--- src/hdl/lin_uart_pkg.sv ---
// Package for the LIN-extended asynchronous serial port.
// Assumes a single 100 MHz system clock feeds every block.
package lin_uart_pkg;

	localparam int unsigned CLK_MHZ        = 100;
	localparam int unsigned ABD_DIV_BOTH   = 32;
	localparam int unsigned ABD_DIV_ONE    = 128;
	localparam int unsigned ABD_DIV_NONE   = 512;
	localparam int unsigned BASE_DIV_BOTH  = 4;
	localparam int unsigned BASE_DIV_ONE   = 16;
	localparam int unsigned BASE_DIV_NONE  = 64;
	localparam int unsigned SYNC_RISES     = 5;
	localparam int unsigned BREAK_ZEROS    = 12;
	localparam int unsigned DATA_BITS      = 8;
	localparam int unsigned OVERSAMPLE     = 16;
	localparam logic [15:0] ABD_START      = 16'h0001;
	localparam logic [15:0] DIV_RESET      = 16'h0000;
	localparam logic [7:0]  BYTE_RESET     = 8'h00;

	typedef struct packed {
		logic wide_divider_select;
		logic high_speed_select;
	} rate_cfg_t;

	typedef struct packed {
		logic       rx_interrupt_flag;
		logic       framing_error_flag;
		logic       overrun_flag;
		logic [7:0] rx_data_reg;
	} rx_status_t;

	typedef enum logic [4:0] {
		RX_IDLE  = 5'b00001,
		RX_START = 5'b00010,
		RX_DATA  = 5'b00100,
		RX_STOP  = 5'b01000,
		RX_HOLD  = 5'b10000
	} rx_state_t;

	typedef enum logic [3:0] {
		TX_IDLE  = 4'b0001,
		TX_START = 4'b0010,
		TX_DATA  = 4'b0100,
		TX_STOP  = 4'b1000
	} tx_state_t;

	typedef enum logic [3:0] {
		AB_OFF   = 4'b0001,
		AB_START = 4'b0010,
		AB_COUNT = 4'b0100,
		AB_DONE  = 4'b1000
	} ab_state_t;

endpackage

--- src/hdl/lin_uart.sv ---
// LIN extensions of an asynchronous serial port: auto-baud, wake, break.
// Assumes receive_line and control inputs are synchronous to clk.
`timescale 1ns/1ps
// Notes on behaviour
// Auto-baud times a received 0x55 sync character on the receive line.
// Enabling auto-baud starts calibration; receiver held idle throughout.
// Counting starts at first rise after start bit, stops at fifth rise.
// At end: count kept in divider, enable cleared, receive flag set.
// Divider is one 16-bit counter during calibration at base clock/8.
// Calibration clock is oscillator /32, /128 or /512 by the two selects.
// Counter starts from one; software subtracts one afterwards.
// Software checks high divider byte zero for 8-bit modes.
// With wake also set, rate detection uses the byte after the break.
// Overflow flag set when the counter wraps before the fifth rise.
// After overflow keep counting to fifth rise, then flag and clear enable.
// Overflow flag clearable by software only once auto-baud enable is clear.
// Wake mode blocks reception; falling receive edge is the wake event.
// Receive flag rises with the wake event; cleared by data read.
// Wake enable clears on the rising edge ending the break.
// Nonzero character: low time to first rise is the wake event.
// Remote sends at least ten zero bit times as wake character.
// Transmitted break is start, twelve zeros, stop.
// With break request and transmit enable, a data write starts zeros.
// Break request cleared after stop bit; buffered byte follows.
// Shifter-empty status tracks break exactly as a normal character.
// Received break shows receive flag, framing error and zero data.
module lin_uart #(
	parameter int unsigned CLK_MHZ = lin_uart_pkg::CLK_MHZ
) (
	input  wire logic                    clk,
	input  wire logic                    rst_b,
	input  wire logic                    ce,
	input  wire logic                    receive_line,
	output logic                         tx_line,
	input  wire lin_uart_pkg::rate_cfg_t rate_cfg,
	input  wire logic                    div_write,
	input  wire logic [15:0]             div_wdata,
	input  wire logic                    autobaud_enable_set,
	input  wire logic                    autobaud_enable_clr,
	input  wire logic                    overflow_clr,
	input  wire logic                    wake_enable_set,
	input  wire logic                    wake_enable_clr,
	input  wire logic                    send_break_set,
	input  wire logic                    transmit_enable,
	input  wire logic                    receive_enable,
	input  wire logic                    tx_write,
	input  wire logic [7:0]              tx_data_reg,
	input  wire logic                    rx_read,
	input  wire logic                    err_clr,
	output logic [7:0]                   baud_div_high,
	output logic [7:0]                   baud_div_low,
	output logic                         autobaud_enable,
	output logic                         autobaud_overflow_flag,
	output logic                         wake_on_break_enable,
	output logic                         send_break_request,
	output logic                         tx_shifter_empty,
	output logic                         tx_interrupt_flag,
	output lin_uart_pkg::rx_status_t     rx_status,
	output logic                         receiver_idle_status
);
	lin_uart_pkg::rx_state_t rx_state;
	lin_uart_pkg::ab_state_t ab_state;
	logic [15:0] divider;
	logic        rx_prev;
	logic        rise;
	logic        fall;
	logic [5:0]  base_pre;
	logic [2:0]  ab_sub;
	logic [9:0]  ab_pre;
	logic [9:0]  ab_pre_last;
	logic [2:0]  rise_cnt;
	logic        ab_done;
	logic        ab_hit;
	logic        bit_tick;
	logic        os_tick;
	logic [2:0]  rx_bit;
	logic [7:0]  rx_shift;
	logic        break_done;
	logic        wake_event;
	logic        wake_end;

	initial
	begin
		if (CLK_MHZ == 0)
			$error("clock rate must be nonzero");
	end

	assign rise = receive_line & ~rx_prev;
	assign fall = ~receive_line & rx_prev;
	assign baud_div_high = divider[15:8];
	assign baud_div_low  = divider[7:0];
	assign receiver_idle_status = (rx_state == lin_uart_pkg::RX_IDLE);

	always_ff @(posedge clk or negedge rst_b)
	begin
		if (!rst_b)
			rx_prev <= 1'b1;
		else if (ce)
			rx_prev <= receive_line;
	end

	// Base clock prescale by rate selects
	always_comb
	begin
		if (rate_cfg.wide_divider_select && rate_cfg.high_speed_select)
			base_pre = 6'(lin_uart_pkg::BASE_DIV_BOTH / lin_uart_pkg::OVERSAMPLE * 0);
		else if (rate_cfg.wide_divider_select || rate_cfg.high_speed_select)
			base_pre = 6'(lin_uart_pkg::BASE_DIV_ONE / lin_uart_pkg::OVERSAMPLE - 1);
		else
			base_pre = 6'(lin_uart_pkg::BASE_DIV_NONE / lin_uart_pkg::OVERSAMPLE - 1);
	end

	// Calibration clock divide
	always_comb
	begin
		if (rate_cfg.wide_divider_select && rate_cfg.high_speed_select)
			ab_pre_last = 10'(lin_uart_pkg::ABD_DIV_BOTH - 1);
		else if (rate_cfg.wide_divider_select || rate_cfg.high_speed_select)
			ab_pre_last = 10'(lin_uart_pkg::ABD_DIV_ONE - 1);
		else
			ab_pre_last = 10'(lin_uart_pkg::ABD_DIV_NONE - 1);
	end

	// Oversample tick: eight per bit time
	lin_tick_gen #(
		.PRE_W (6)
	) u_os_tick (
		.clk      (clk),
		.rst_b    (rst_b),
		.ce       (ce),
		.run      (ab_state == lin_uart_pkg::AB_OFF),
		.prescale (base_pre),
		.period   (divider),
		.tick     (os_tick)
	);

	// Bit tick for transmit: every eighth oversample
	always_ff @(posedge clk or negedge rst_b)
	begin
		if (!rst_b)
		begin
			ab_sub   <= 3'h0;
			bit_tick <= 1'b0;
		end
		else if (ce)
		begin
			bit_tick <= 1'b0;
			if (os_tick)
			begin
				ab_sub <= ab_sub + 3'h1;
				if (ab_sub == 3'h7)
					bit_tick <= 1'b1;
			end
		end
	end

	assign ab_hit = (ab_pre == ab_pre_last);

	// Auto-baud: line times counter
	always_ff @(posedge clk or negedge rst_b)
	begin
		if (!rst_b)
		begin
			ab_state <= lin_uart_pkg::AB_OFF;
			ab_pre   <= 10'h000;
			rise_cnt <= 3'h0;
			ab_done  <= 1'b0;
		end
		else if (ce)
		begin
			ab_done <= 1'b0;
			case (ab_state)
				lin_uart_pkg::AB_OFF:
				begin
					// Wait out the break
					if (autobaud_enable && !wake_on_break_enable && fall)
						ab_state <= lin_uart_pkg::AB_START;
				end
				lin_uart_pkg::AB_START:
				begin
					// First rise after start
					if (!autobaud_enable)
						ab_state <= lin_uart_pkg::AB_OFF;
					else if (rise)
					begin
						ab_pre   <= 10'h000;
						rise_cnt <= 3'h1;
						ab_state <= lin_uart_pkg::AB_COUNT;
					end
				end
				lin_uart_pkg::AB_COUNT:
				begin
					ab_pre <= ab_hit ? 10'h000 : ab_pre + 10'h001;
					if (!autobaud_enable)
						ab_state <= lin_uart_pkg::AB_OFF;
					else if (rise)
					begin
						rise_cnt <= rise_cnt + 3'h1;
						// Stop at fifth rise
						if (rise_cnt == 3'(lin_uart_pkg::SYNC_RISES - 1))
						begin
							ab_done  <= 1'b1;
							ab_state <= lin_uart_pkg::AB_DONE;
						end
					end
				end
				lin_uart_pkg::AB_DONE:
					ab_state <= lin_uart_pkg::AB_OFF;
				default:
					ab_state <= lin_uart_pkg::AB_OFF;
			endcase
		end
	end

	// One 16-bit counter, base/8
	always_ff @(posedge clk or negedge rst_b)
	begin
		if (!rst_b)
			divider <= lin_uart_pkg::DIV_RESET;
		else if (ce)
		begin
			if (ab_state == lin_uart_pkg::AB_START && rise && autobaud_enable)
				// Start from one
				divider <= lin_uart_pkg::ABD_START;
			else if (ab_state == lin_uart_pkg::AB_COUNT && ab_hit)
				// Wraps and keeps counting
				divider <= divider + 16'h0001;
			else if (div_write && !autobaud_enable && ab_state == lin_uart_pkg::AB_OFF)
				divider <= div_wdata;
		end
	end

	// Overflow on wrap
	always_ff @(posedge clk or negedge rst_b)
	begin
		if (!rst_b)
			autobaud_overflow_flag <= 1'b0;
		else if (ce)
		begin
			if (ab_state == lin_uart_pkg::AB_COUNT && ab_hit && divider == 16'hFFFF)
				autobaud_overflow_flag <= 1'b1;
			// Clear only with enable low
			else if (overflow_clr && !autobaud_enable)
				autobaud_overflow_flag <= 1'b0;
		end
	end

	// Enable self-clears on completion
	always_ff @(posedge clk or negedge rst_b)
	begin
		if (!rst_b)
			autobaud_enable <= 1'b0;
		else if (ce)
		begin
			if (autobaud_enable_set)
				autobaud_enable <= 1'b1;
			else if (ab_done || autobaud_enable_clr)
				autobaud_enable <= 1'b0;
		end
	end

	// Falling edge wakes
	assign wake_event = wake_on_break_enable && fall;
	// Rising edge ends break
	assign wake_end = wake_on_break_enable && rise;

	always_ff @(posedge clk or negedge rst_b)
	begin
		if (!rst_b)
			wake_on_break_enable <= 1'b0;
		else if (ce)
		begin
			// First rise ends wake
			if (wake_end)
				wake_on_break_enable <= 1'b0;
			else if (wake_enable_set)
				wake_on_break_enable <= 1'b1;
			else if (wake_enable_clr)
				wake_on_break_enable <= 1'b0;
		end
	end

	// Hardware clears break request
	always_ff @(posedge clk or negedge rst_b)
	begin
		if (!rst_b)
			send_break_request <= 1'b0;
		else if (ce)
		begin
			if (break_done)
				send_break_request <= 1'b0;
			else if (send_break_set)
				send_break_request <= 1'b1;
		end
	end

	// Receiver: mid-bit sampling
	always_ff @(posedge clk or negedge rst_b)
	begin
		if (!rst_b)
		begin
			rx_state  <= lin_uart_pkg::RX_IDLE;
			rx_bit    <= 3'h0;
			rx_shift  <= lin_uart_pkg::BYTE_RESET;
			rx_status <= '0;
		end
		else if (ce)
		begin
			if (rx_read)
				rx_status.rx_interrupt_flag <= 1'b0;
			if (err_clr)
				rx_status.overrun_flag <= 1'b0;
			// Flag with wake event
			if (wake_event)
				rx_status.rx_interrupt_flag <= 1'b1;
			// Flag at calibration end
			if (ab_done)
				rx_status.rx_interrupt_flag <= 1'b1;
			case (rx_state)
				lin_uart_pkg::RX_IDLE:
				begin
					// Held idle while calibrating
					if (receive_enable && !autobaud_enable && !wake_on_break_enable && fall)
						rx_state <= lin_uart_pkg::RX_START;
				end
				lin_uart_pkg::RX_START:
				begin
					if (os_tick && ab_sub == 3'h3)
					begin
						rx_bit   <= 3'h0;
						rx_state <= receive_line ? lin_uart_pkg::RX_IDLE :
							lin_uart_pkg::RX_HOLD;
					end
				end
				lin_uart_pkg::RX_HOLD:
				begin
					if (bit_tick)
						rx_state <= lin_uart_pkg::RX_DATA;
				end
				lin_uart_pkg::RX_DATA:
				begin
					if (os_tick && ab_sub == 3'h3)
					begin
						rx_shift <= {receive_line, rx_shift[7:1]};
						rx_bit   <= rx_bit + 3'h1;
						if (rx_bit == 3'(lin_uart_pkg::DATA_BITS - 1))
							rx_state <= lin_uart_pkg::RX_STOP;
					end
				end
				lin_uart_pkg::RX_STOP:
				begin
					if (os_tick && ab_sub == 3'h3 && rx_bit == 3'h0)
					begin
						if (rx_status.rx_interrupt_flag && !rx_read)
							rx_status.overrun_flag <= 1'b1;
						else
						begin
							rx_status.rx_data_reg        <= rx_shift;
							// Break: stop bit low
							rx_status.framing_error_flag <= ~receive_line;
							rx_status.rx_interrupt_flag  <= 1'b1;
						end
						rx_state <= lin_uart_pkg::RX_IDLE;
					end
					else if (os_tick && ab_sub == 3'h3)
						rx_bit <= 3'h0;
				end
				default:
					rx_state <= lin_uart_pkg::RX_IDLE;
			endcase
			// Forced idle while blocked
			if (autobaud_enable || autobaud_enable_set ||
				wake_on_break_enable || wake_enable_set)
				rx_state <= lin_uart_pkg::RX_IDLE;
		end
	end

	lin_tx_shifter u_tx (
		.clk                (clk),
		.rst_b              (rst_b),
		.ce                 (ce),
		.tick               (bit_tick),
		.transmit_enable    (transmit_enable),
		.send_break_request (send_break_request),
		.tx_write           (tx_write),
		.tx_data_reg        (tx_data_reg),
		.tx_line            (tx_line),
		.tx_shifter_empty   (tx_shifter_empty),
		.tx_interrupt_flag  (tx_interrupt_flag),
		.break_done         (break_done)
	);
endmodule // lin_uart

--- src/hdl/lin_tick_gen.sv ---
// Baud tick generator, one pulse per programmed period of the base clock.
// Assumes divider value and base prescale are stable while running.
`timescale 1ns/1ps
module lin_tick_gen #(
	parameter int unsigned PRE_W = 6
) (
	input  wire logic              clk,
	input  wire logic              rst_b,
	input  wire logic              ce,
	input  wire logic              run,
	input  wire logic [PRE_W-1:0]  prescale,
	input  wire logic [15:0]       period,
	output logic                   tick
);
	logic [PRE_W-1:0] pre_cnt;
	logic [15:0]      per_cnt;
	logic             pre_hit;

	initial
	begin
		if (PRE_W < 1)
			$error("prescale width too small");
	end

	assign pre_hit = (pre_cnt == prescale);

	always_ff @(posedge clk or negedge rst_b)
	begin
		if (!rst_b)
		begin
			pre_cnt <= '0;
			per_cnt <= '0;
			tick    <= 1'b0;
		end
		else if (ce)
		begin
			tick <= 1'b0;
			if (!run)
			begin
				pre_cnt <= '0;
				per_cnt <= '0;
			end
			else if (pre_hit)
			begin
				pre_cnt <= '0;
				if (per_cnt >= period)
				begin
					per_cnt <= '0;
					tick    <= 1'b1;
				end
				else
					per_cnt <= per_cnt + 16'h0001;
			end
			else
				pre_cnt <= pre_cnt + 1'b1;
		end
	end
endmodule // lin_tick_gen

--- src/hdl/lin_tx_shifter.sv ---
// Transmit shifter with one-byte holding buffer and break generation.
// Assumes tick is one pulse per bit time.
`timescale 1ns/1ps
module lin_tx_shifter (
	input  wire logic       clk,
	input  wire logic       rst_b,
	input  wire logic       ce,
	input  wire logic       tick,
	input  wire logic       transmit_enable,
	input  wire logic       send_break_request,
	input  wire logic       tx_write,
	input  wire logic [7:0] tx_data_reg,
	output logic            tx_line,
	output logic            tx_shifter_empty,
	output logic            tx_interrupt_flag,
	output logic            break_done
);
	lin_uart_pkg::tx_state_t state;
	logic [7:0] hold;
	logic       hold_full;
	logic [7:0] shift;
	logic [3:0] bit_cnt;
	logic [3:0] bit_last;
	logic       in_break;
	logic       load;

	assign tx_interrupt_flag = ~hold_full;
	// Hold off while break request clears
	assign load = (state == lin_uart_pkg::TX_IDLE) && hold_full && transmit_enable &&
		!break_done;

	always_ff @(posedge clk or negedge rst_b)
	begin
		if (!rst_b)
			hold_full <= 1'b0;
		else if (ce)
		begin
			if (tx_write && transmit_enable)
				hold_full <= 1'b1;
			else if (load)
				hold_full <= 1'b0;
		end
	end

	always_ff @(posedge clk or negedge rst_b)
	begin
		if (!rst_b)
			hold <= lin_uart_pkg::BYTE_RESET;
		else if (ce && tx_write && transmit_enable)
			hold <= tx_data_reg;
	end

	always_ff @(posedge clk or negedge rst_b)
	begin
		if (!rst_b)
		begin
			state            <= lin_uart_pkg::TX_IDLE;
			shift            <= lin_uart_pkg::BYTE_RESET;
			bit_cnt          <= 4'h0;
			bit_last         <= 4'h0;
			in_break         <= 1'b0;
			tx_line          <= 1'b1;
			tx_shifter_empty <= 1'b1;
			break_done       <= 1'b0;
		end
		else if (ce)
		begin
			break_done <= 1'b0;
			case (state)
				lin_uart_pkg::TX_IDLE:
				begin
					tx_line <= 1'b1;
					if (load)
					begin
						// Break ignores data
						shift            <= send_break_request ? 8'h00 : hold;
						in_break         <= send_break_request;
						// Twelve zero bits
						bit_last         <= send_break_request ?
							4'(lin_uart_pkg::BREAK_ZEROS - 1) :
							4'(lin_uart_pkg::DATA_BITS - 1);
						// Busy as normal
						tx_shifter_empty <= 1'b0;
						state            <= lin_uart_pkg::TX_START;
					end
				end
				lin_uart_pkg::TX_START:
				begin
					if (tick)
					begin
						tx_line <= 1'b0;
						bit_cnt <= 4'h0;
						state   <= lin_uart_pkg::TX_DATA;
					end
				end
				lin_uart_pkg::TX_DATA:
				begin
					if (tick)
					begin
						tx_line <= shift[0];
						shift   <= {1'b0, shift[7:1]};
						bit_cnt <= bit_cnt + 4'h1;
						if (bit_cnt == bit_last)
							state <= lin_uart_pkg::TX_STOP;
					end
				end
				lin_uart_pkg::TX_STOP:
				begin
					if (tick)
					begin
						tx_line <= 1'b1;
						bit_cnt <= bit_cnt + 4'h1;
						if (bit_cnt != bit_last + 4'h1)
						begin
							// Clear after stop
							break_done       <= in_break;
							in_break         <= 1'b0;
							tx_shifter_empty <= 1'b1;
							state            <= lin_uart_pkg::TX_IDLE;
						end
					end
				end
				default:
					state <= lin_uart_pkg::TX_IDLE;
			endcase
		end
	end
endmodule // lin_tx_shifter

--- config.mk ---
export PLATFORM = sky130hd
export DESIGN_NAME = lin_uart
export DESIGN_NICKNAME = d
export VERILOG_FILES = /design/src/hdl/lin_uart_pkg.sv /design/src/hdl/lin_uart.sv /design/src/hdl/lin_tick_gen.sv /design/src/hdl/lin_tx_shifter.sv
export SDC_FILE = /design/constraint.sdc
export NUM_CORES = 1
export LEC_CHECK = 0
export ABC_AREA = 0
export BUFFER_PORTS_ARGS = -buffer_cell sky130_fd_sc_hd__buf_2
export CAP_MARGIN = 20
export CORE_ASPECT_RATIO = 2
export CORE_MARGIN = 3
export CORE_UTILIZATION = 55
export CTS_CLUSTER_DIAMETER = 120
export DETAILED_ROUTE_END_ITERATION = 16
export PLACE_DENSITY = 0.75
export SETUP_SLACK_MARGIN = 0.1
export SLEW_MARGIN = 20
export SYNTH_ARGS = -nofsm -noshare
export SYNTH_HDL_FRONTEND = slang
export SYNTH_SLANG_ARGS = --single-unit
--- constraint.sdc ---
create_clock -name clk -period 2.8 [get_ports clk]
set_input_delay 0.56 -clock clk [delete_from_list [all_inputs] [get_ports clk]]
set_output_delay 0.56 -clock clk [all_outputs]
set_load 0.005 [all_outputs]
==> results of run 1 <==
==> cells by family after synthesis <==
kind of cell / Yosys count / share of synthesized area, %
AO/OA/AOI/OAI: 170 / 14.9
XOR/XNOR: 25 / 3.11
adder cells (fa/ha/maj): 30 / 5.33
buffers and inverters: 66 / 3.96
flip-flops: 125 / 44.5
multiplexers: 41 / 6.45
AND/OR/NAND/NOR: 277 / 21.8
==> Yosys cell counts (all sizes together), types with 17 or more instances <==
library cell / n / area share, %
nand2: 52 / 2.8
nand3: 33 / 2.3
xor2: 19 / 2.4
mux2: 35 / 5.6
inv: 42 / 2.2
and3: 17 / 1.5
dfrtp: 119 / 42
a21oi: 51 / 3.7
o21ai: 62 / 4.6
nor3b: 17 / 2.2
nor3: 21 / 1.6
nor2: 64 / 3.5
ha: 30 / 5.3
==> power groups by stage <==
stage,registers [uW],clock network [uW],logic [uW]
after floorplan,2450,0,1100
after global placement,2550,0,1570
after detailed placement,2570,0,1640
after CTS,2540,2300,1660
after global routing,2590,2370,1860
final,2550,2260,1650
==> metal layers <==
layer	up-vias	share of wire [%]	GRT usage, %
met5	-	0	0
met4	0	6.0	18.0
met3	70	4.6	5.16
met2	196	55	48.6
met1	2941	34	26.5
li1	2812	-	-
==> per-stage QoR <==
step	worst slack, ns	cells
global route	0.111	979
floorplan	0.736	734
global placement	0.515	947
detailed placement	0.424	947
CTS	0.371	979
finish	0.371	979
==> state kept, by name, summed over array words and instances (netlist names), 3 cells and up <==
name               count
rise_cnt               3
u_tx.hold              8
u_tx.state             4
ab_state               4
u_os_tick.pre_cnt      6
u_tx.bit_last          3
rx_status             11
u_tx.bit_cnt           4
divider               16
rx_state               5
rx_shift               8
ab_pre                10
u_os_tick.per_cnt     16
u_tx.shift             8
ab_sub                 3
rx_bit                 3
==> how the worst max path moves through the flow <==
stage	endpoint	start	slack [ns]
2_1_floorplan	u_os_tick.per_cnt[10]$_DFFE_PN0P_	divider[1]$_DFFE_PN0P_	0.74
3_3_place_gp	u_os_tick.per_cnt[13]$_DFFE_PN0P_	divider[1]$_DFFE_PN0P_	0.51
3_5_place_dp	u_os_tick.per_cnt[13]$_DFFE_PN0P_	divider[1]$_DFFE_PN0P_	0.42
4_1_cts	u_os_tick.per_cnt[13]$_DFFE_PN0P_	divider[1]$_DFFE_PN0P_	0.37
5_1_grt	u_os_tick.per_cnt[13]$_DFFE_PN0P_	divider[1]$_DFFE_PN0P_	0.11
6_report	u_os_tick.per_cnt[13]$_DFFE_PN0P_	divider[1]$_DFFE_PN0P_	0.37
==> critical path: stages (launching register included) <==
cell and delay (ns):
dfrtp_1 0.41, inv_1 0.10, ha_1 0.31, nor2b_1 0.13, o211a_1 0.20, o311ai_0 0.36, nand3_1 0.24, o21a_1 0.40
a21oi_1 0.19
==> area by class of cell <==
class / count / area [um^2] / share of cell area (%)
clock inverter: 15 / 176 / 2.15
clock buffer: 17 / 425 / 5.18
timing repair buffer: 90 / 500 / 6.09
inverter: 42 / 158 / 1.92
sequential: 125 / 3140 / 38.2
multi-input combinational: 543 / 3630 / 44.2
tap: 147 / 184 / 2.24
==> results_dict.tcl, run 1 <==
set metrics [dict create \
    port_buffers 76 \
    cp-start-kind "flip-flop" \
    total_power_uw 6460 \
    p_sw_uw 2250 \
    die_area_mm2 0.0143 \
    antenna_left 0 \
    row_count 57 \
    status "complete, no violations" \
    layout_commonest_cell "dfrtp_1" \
    p_int_uw 4210 \
    r2r_cells 8 \
    critPathCaptureType "flip-flop" \
    placed_cell_area_mm2 0.00761 \
    rsz0062_at_grt "false" \
    maxSlewViolCount 0 \
    synth_cell_types 71 \
    grt_usage_pct 26.8 \
    drt_iter0_markers 302 \
    worstSetupPathType "reg -> reg" \
    switching_share_pct 34.9 \
    avgSynthCellArea_um2 9.60 \
    r2r-start "divider[1]$_DFFE_PN0P_" \
    p_clk_share_pct 35.0 \
    drc 0 \
    netlist_area_mm2 0.00705 \
    arrival_ns 2.77 \
    dr.pass1.iters 5 \
    hold_viol 0 \
    fp.dieW_um 86.0 \
    fin_hold_ws_ns 0.0258 \
    initial_core_util_pct 57.1 \
    wire_per_inst_um 18.6 \
    yosysWarnings 0 \
    hold_path.class "in -> async" \
    root_buffer "clkbuf_16" \
    reg2reg_to "u_os_tick.per_cnt[13]$_DFFE_PN0P_" \
    fp.dieH_um 166 \
    final_cell_mix "119 x dfrtp_1, 75 x buf_2, 62 x nor2_1, 52 x nand2_1, 50 x a21oi_1" \
    vias 6019 \
    clock_sinks 125 \
    grt_pass1_wl_mm 30.5 \
    cp_data_required_time_ns 3.14 \
    setup_tns_ns 0 \
    post-route-cell-area_mm2 0.00821 \
    path_max_fanout 13 \
    regToRegSetupSlack_ns 0.37 \
    pin_count 77 \
    cts-buffers-inserted 17 \
    power_frac_seq_pct 39.4 \
    hpwl_mm 13.5 \
    p_leak_uw 0.00383 \
    ctsResizeCount 0 \
    cap_violations 0 \
    synth_seq_cells 125 \
    htree_num_levels 4 \
    synth_ff_type "dfrtp_1" \
    yosysSeqAreaShare_pct 44.5 \
    setup-violations-final 0 \
    ir_drop_uv 580 \
    n_antenna_cell 0 \
    syn_inst 734 \
    tightest_slew_ns 0.620 \
    clock.fmax_mhz 412 \
    clkTransAtPathRegs_ns 0.06 \
    syn_nets 806 \
    drive_above_1_share_pct 23.2 \
    fin_crit_sh_pct 86.8 \
    grt_pass1_vias 6413 \
    worstSkewPairLatency_ns 0.42 \
    core_mm2 0.0123 \
    drt-total-wl_mm 18.2 \
    clockBufferDepth 2 \
    gp_congestion 0.884 \
    grt_antenna_before_repair 0 \
    viasPerCell 6.15 \
    slew_headroom_pct 58.7 \
    cts_setup_buffers 0 \
    power_density_mw_per_mm2 787 \
    overflow 0 \
    synthArstFlopShare_pct 100 \
    nets 891 \
    final_util_pct 66.6 \
    p_comb_share_pct 25.6 \
    fillers 998 \
    finalCriticalPeriod_ns 2.43 \
    fin_worst_skew_ns 0.00802 \
    grt_max_degree 76 \
    cts_tree "built" \
    hold_buffers 0 \
    area_delta_synth_final_pct 16.5 \
    synth_edf_count 0 \
]
No activity file was read; power rests on OpenSTA's default activity.
==> run 2: changes to the inputs <==
==> constraint.sdc (replaced) <==
create_clock -name clk -period 2.8 [get_ports clk]
set_input_delay 0.14 -clock clk [delete_from_list [all_inputs] [get_ports clk]]
set_output_delay 0.14 -clock clk [all_outputs]
set_load 0.005 [all_outputs]
==> run 2 against run 1 <==
Net effect: count of clock-buffer cells in the layout increased by 1; utilization up 0.79 points; clock power down 3%; design area grew 1.2%; largest cell class unchanged; clock skew rose by 0.0025 ns; non-clock buffer count is 10 higher; highest routed layer unchanged; combinational power down 4%.
==> results_dict.tcl, run 2 (synthesis results as in run 1) <==
set metrics [dict create \
    grt_pass1_vias 6298 \
    tightest_slew_ns 0.836 \
    grt_max_degree 61 \
    power_frac_seq_pct 40.4 \
    nets 901 \
    p_leak_uw 0.00386 \
    drc 0 \
    gp_congestion 0.943 \
    clock.fmax_mhz 408 \
    row_count 57 \
    arrival_ns 2.77 \
    reg.largest.list "divider (16), u_os_tick.per_cnt (16), rx_status (11)" \
    setup_tns_ns 0 \
    fin_hold_ws_ns 0.0102 \
    die_area_mm2 0.0143 \
    hold_start "overflow_clr" \
    root_buffer "clkbuf_16" \
    clockBufferDepth 2 \
    status "complete, no violations" \
    total_power_uw 6360 \
    dr.pass1.iters 5 \
    grt_usage_pct 26.3 \
    fin_crit_sh_pct 87.5 \
    ir_drop_uv 629 \
    antenna_left 0 \
    pin_count 77 \
    hpwl_mm 13.2 \
    worstSetupPathType "reg -> reg" \
    vias 6004 \
    p_sw_uw 2170 \
    drt_iter0_markers 295 \
    grt_antenna_before_repair 0 \
    fp.dieW_um 86.0 \
    grt_pass1_wl_mm 30.0 \
    fp.dieH_um 166 \
    maxSlewViolCount 0 \
    rsz0062_at_grt "false" \
    htree_num_levels 4 \
    fin_worst_skew_ns 0.0105 \
    clkTransAtPathRegs_ns 0.06 \
    hold_viol 0 \
    cts-buffers-inserted 17 \
    multi_input_area_mm2 0.00363 \
    cap_violations 0 \
    r2r-start "ab_state[2]$_DFFE_PN0P_" \
    port_buffers 76 \
    initial_core_util_pct 57.1 \
    path_max_fanout 16 \
    p_comb_share_pct 25.1 \
    worstSkewPairLatency_ns 0.41 \
    p_int_uw 4190 \
    hold_path.class "in -> reg" \
    final_util_pct 67.3 \
    critPathCaptureType "flip-flop" \
    clock_sinks 125 \
    core_mm2 0.0123 \
    cp_data_required_time_ns 3.12 \
    drive_above_1_share_pct 22.3 \
    area_delta_synth_final_pct 17.9 \
    overflow 0 \
    p_clk_share_pct 34.6 \
    switching_share_pct 34.2 \
    power_density_mw_per_mm2 766 \
    wire_per_inst_um 18.3 \
    slew_headroom_pct 44.3 \
    register_area_mm2 0.00314 \
    viasPerCell 6.07 \
    finalCriticalPeriod_ns 2.45 \
    cts_setup_buffers 0 \
    cp-start-kind "flip-flop" \
    drt-total-wl_mm 18.1 \
    setup-violations-final 0 \
    cts_tree "built" \
    final_cell_mix "119 x dfrtp_1, 75 x buf_2, 62 x nor2_1, 52 x nand2_1, 50 x a21oi_1" \
    cp-startpoint "ab_state[2]$_DFFE_PN0P_" \
    n_antenna_cell 0 \
    layout_commonest_cell "dfrtp_1" \
    fillers 980 \
]
==> run 2: area by class of cell <==
type                       instances  share of cell area [%]
sequential                       125                    37.7
inverter                          42                    1.90
clock inverter                    14                    1.93
clock buffer                      18                    5.16
timing repair buffer             100                    7.35
multi-input combinational        543                    43.7
tap                              147                    2.21
==> run 2: stage by stage <==
stage                     worst slack (ns)  cell area (um^2)  instances
after floorplan                      0.736              7050        734
after global placement               0.244              7580        943
after detailed placement             0.190              7580        943
after CTS                            0.204              8310        989
after global routing                 0.144              8310        989
final                                0.351              8310        989
==> run 2: power by group through the flow <==
stage,combinational (uW),clock (uW),sequential [uW]
floorplan,1100,0,2450
global placement,1500,0,2560
detailed placement,1570,0,2590
CTS,1600,2230,2560
global route,1790,2300,2620
finish,1590,2200,2570
==> run 2: worst max-delay path, stage by stage (launching register included) <==
cell	delay [ns]
dfrtp_1	0.60
or4b_4	0.56
nor3_2	0.16
o21ai_2	0.27
o21ai_2	0.15
nand3b_2	0.32
o21ai_0	0.29
==> run 2: repair_timing <==
| action | CTS | global route |
|---|---|---|
| hold buffers | 14 | 0 |
| setup endpoints to repair | 0 | 4 |
| resized for setup | 0 | 1 |
| hold endpoints to repair | 53 | 0 |
==> run 2: worst paths after layout <==
path                       depth (start not counted)  slack, ns                                  to
setup / recovery                                   6       0.35              divider[2]$_DFFE_PN0P_
hold / removal                                     4       0.01  autobaud_overflow_flag$_DFFE_PN0P_
setup reg to reg                                   6       0.35              divider[2]$_DFFE_PN0P_
hold reg to reg                                    1       0.48      send_break_request$_DFFE_PN0P_
max in group asynchronous                          3       1.65             rx_state[0]$_DFFE_PN1P_
min in group asynchronous                          2       0.29              divider[5]$_DFFE_PN0P_
==> run 2: metal layers <==
layer	share of wire, %	global-route usage [%]
met1	35	26.7
met2	55	48.2
met3	4.1	4.52
met4	5.9	15.6
met5	0	0
==> run 3: changes to the inputs <==
CORE_UTILIZATION = 54   (was 55)
PLACE_DENSITY = 0.77   (was 0.75)
clock period = 2.2 ns   (was 2.8 ns; I/O delays follow)
==> run 3 against run 2 <==
Net effect: clock skew is 0.00061 ns lower; via count is 4.8% higher; maximum frequency rose by 15%; register-to-register slack lost 0.28 ns; worst hold slack better by 0.0049 ns; utilization up 3.1 points; design area increased by 7.7%; setup slack worse by 0.28 ns; sequential power grew 24%; critical path type unchanged; largest power group unchanged; highest routed layer unchanged.
==> results_dict.tcl, run 3 (synthesis results as in run 1) <==
set metrics [dict create \
    layout_commonest_cell "dfrtp_1" \
    register_area_mm2 0.00314 \
    die_area_mm2 0.0145 \
    p_leak_uw 0.00415 \
    final_cell_mix "112 x dfrtp_1, 75 x buf_2, 60 x nor2_1, 52 x nand2_1" \
    tightest_slew_ns 0.503 \
    worstSetupPathType "reg -> reg" \
    setup-violations-final 0 \
    rsz0062_at_grt "true" \
    fillers 936 \
    grt_antenna_before_repair 0 \
    hold_viol 0 \
    cp-start-kind "flip-flop" \
    status "complete, no violations" \
    grt_pass1_vias 6558 \
    reg.largest.list "divider (16), u_os_tick.per_cnt (16), rx_status (11)" \
    cts-buffers-inserted 17 \
    path_max_fanout 5 \
    arrival_ns 2.43 \
    cap_violations 0 \
    pin_count 77 \
    clock_sinks 125 \
    final_util_pct 70.5 \
    wire_per_inst_um 18.5 \
    maxSlewViolCount 0 \
    critPathCaptureType "flip-flop" \
    fin_hold_ws_ns 0.0152 \
    grt_usage_pct 26.7 \
    viasPerCell 6.02 \
    root_buffer "clkbuf_16" \
    fin_crit_sh_pct 96.9 \
    core_mm2 0.0127 \
    total_power_uw 8460 \
    power_density_mw_per_mm2 945 \
    slew_headroom_pct 66.2 \
    fp.dieW_um 86.8 \
    row_count 58 \
    initial_core_util_pct 55.5 \
    area_delta_synth_final_pct 27.0 \
    clkTransAtPathRegs_ns 0.06 \
    htree_num_levels 4 \
    clock.fmax_mhz 469 \
    grt_pass1_wl_mm 30.5 \
    finalCriticalPeriod_ns 2.13 \
    drt-total-wl_mm 19.3 \
    fin_worst_skew_ns 0.00990 \
    gp_congestion 0.959 \
    worstSkewPairLatency_ns 0.42 \
    multi_input_area_mm2 0.00382 \
    overflow 0 \
    drt_iter0_markers 356 \
    cts_tree "built" \
    fin_ws_ns 0.0690 \
    dr.pass1.iters 5 \
    n_antenna_cell 0 \
    ir_drop_uv 954 \
    hold_path.class "in -> reg" \
    clockBufferDepth 2 \
    vias 6295 \
    fp.dieH_um 168 \
    nets 955 \
    dp_slack_ns 0.0455 \
    antenna_left 0 \
    hpwl_mm 13.7 \
    cp_data_required_time_ns 2.50 \
    port_buffers 76 \
    grt_max_degree 65 \
    drc 0 \
    drive_above_1_share_pct 28.8 \
]
-- run 3: path summary, 6_finish.rpt --
path | startpoint | to | slack [ns] | cells past startpoint
worst max-delay path | u_tx.bit_last[1]$_DFFE_PN0P_ | u_tx.state[1]$_DFFE_PN0P_ | 0.07 | 7
worst min-delay path | div_wdata[13] | divider[13]$_DFFE_PN0P_ | 0.02 | 3
worst max register to register | u_tx.bit_last[1]$_DFFE_PN0P_ | u_tx.state[1]$_DFFE_PN0P_ | 0.07 | 7
worst min register to register | u_tx.break_done$_DFFE_PN0P_ | send_break_request$_DFFE_PN0P_ | 0.49 | 1
max in group asynchronous | rst_b | u_tx.tx_shifter_empty$_DFFE_PN1P_ | 1.24 | 3
min in group asynchronous | rst_b | divider[4]$_DFFE_PN0P_ | 0.17 | 2
-- run 3: layout make-up --
type | instances | area share [%]
multi-input combinational | 543 | 42.6
sequential | 125 | 35.1
timing repair buffer | 154 | 11.9
clock buffer | 22 | 5.19
tap | 150 | 2.10
inverter | 42 | 1.76
clock inverter | 10 | 1.29
-- run 3: power by group --
group          switching [uW]  internal (uW)
Combinational            1380           1150
Sequential                451           2730
Clock                    1030           1720
Total                    2860           5610
-- run 3: through the flow --
stage	setup TNS [ns]	std cells	area [um^2]
2_1_floorplan	0	734	7050
3_5_place_dp	0	972	7790
4_1_cts	0	1031	8650
3_3_place_gp	0	972	7790
5_1_grt	-0.160	1046	8950
6_report	0	1046	8950
-- run 3: what timing repair did --
item,in CTS,in global routing
setup buffers,2,15
gates resized for setup,4,39
hold buffers,25,0
gates cloned,0,0
hold endpoints to repair,54,0
pin swaps,2,15
endpoints found under the setup margin,17,57
-- run 3: layer usage --
layer / track usage [%] / vias up / wire, um
met4: 14.3 / 0 / 887
li1: - / 2932 / -
met1: 25.5 / 3085 / 6580
met2: 51.5 / 216 / 11100
met3: 4.53 / 62 / 721
met5: 0 / - / 0
-- run 3: critical path, stage by stage (launching register included) --
cell	delay, ns
dfrtp_1	0.42
ha_1	0.30
xor2_1	0.14
nor3_1	0.07
and3b_1	0.19
a211oi_2	0.28
a21boi_4	0.27
mux2_2	0.35
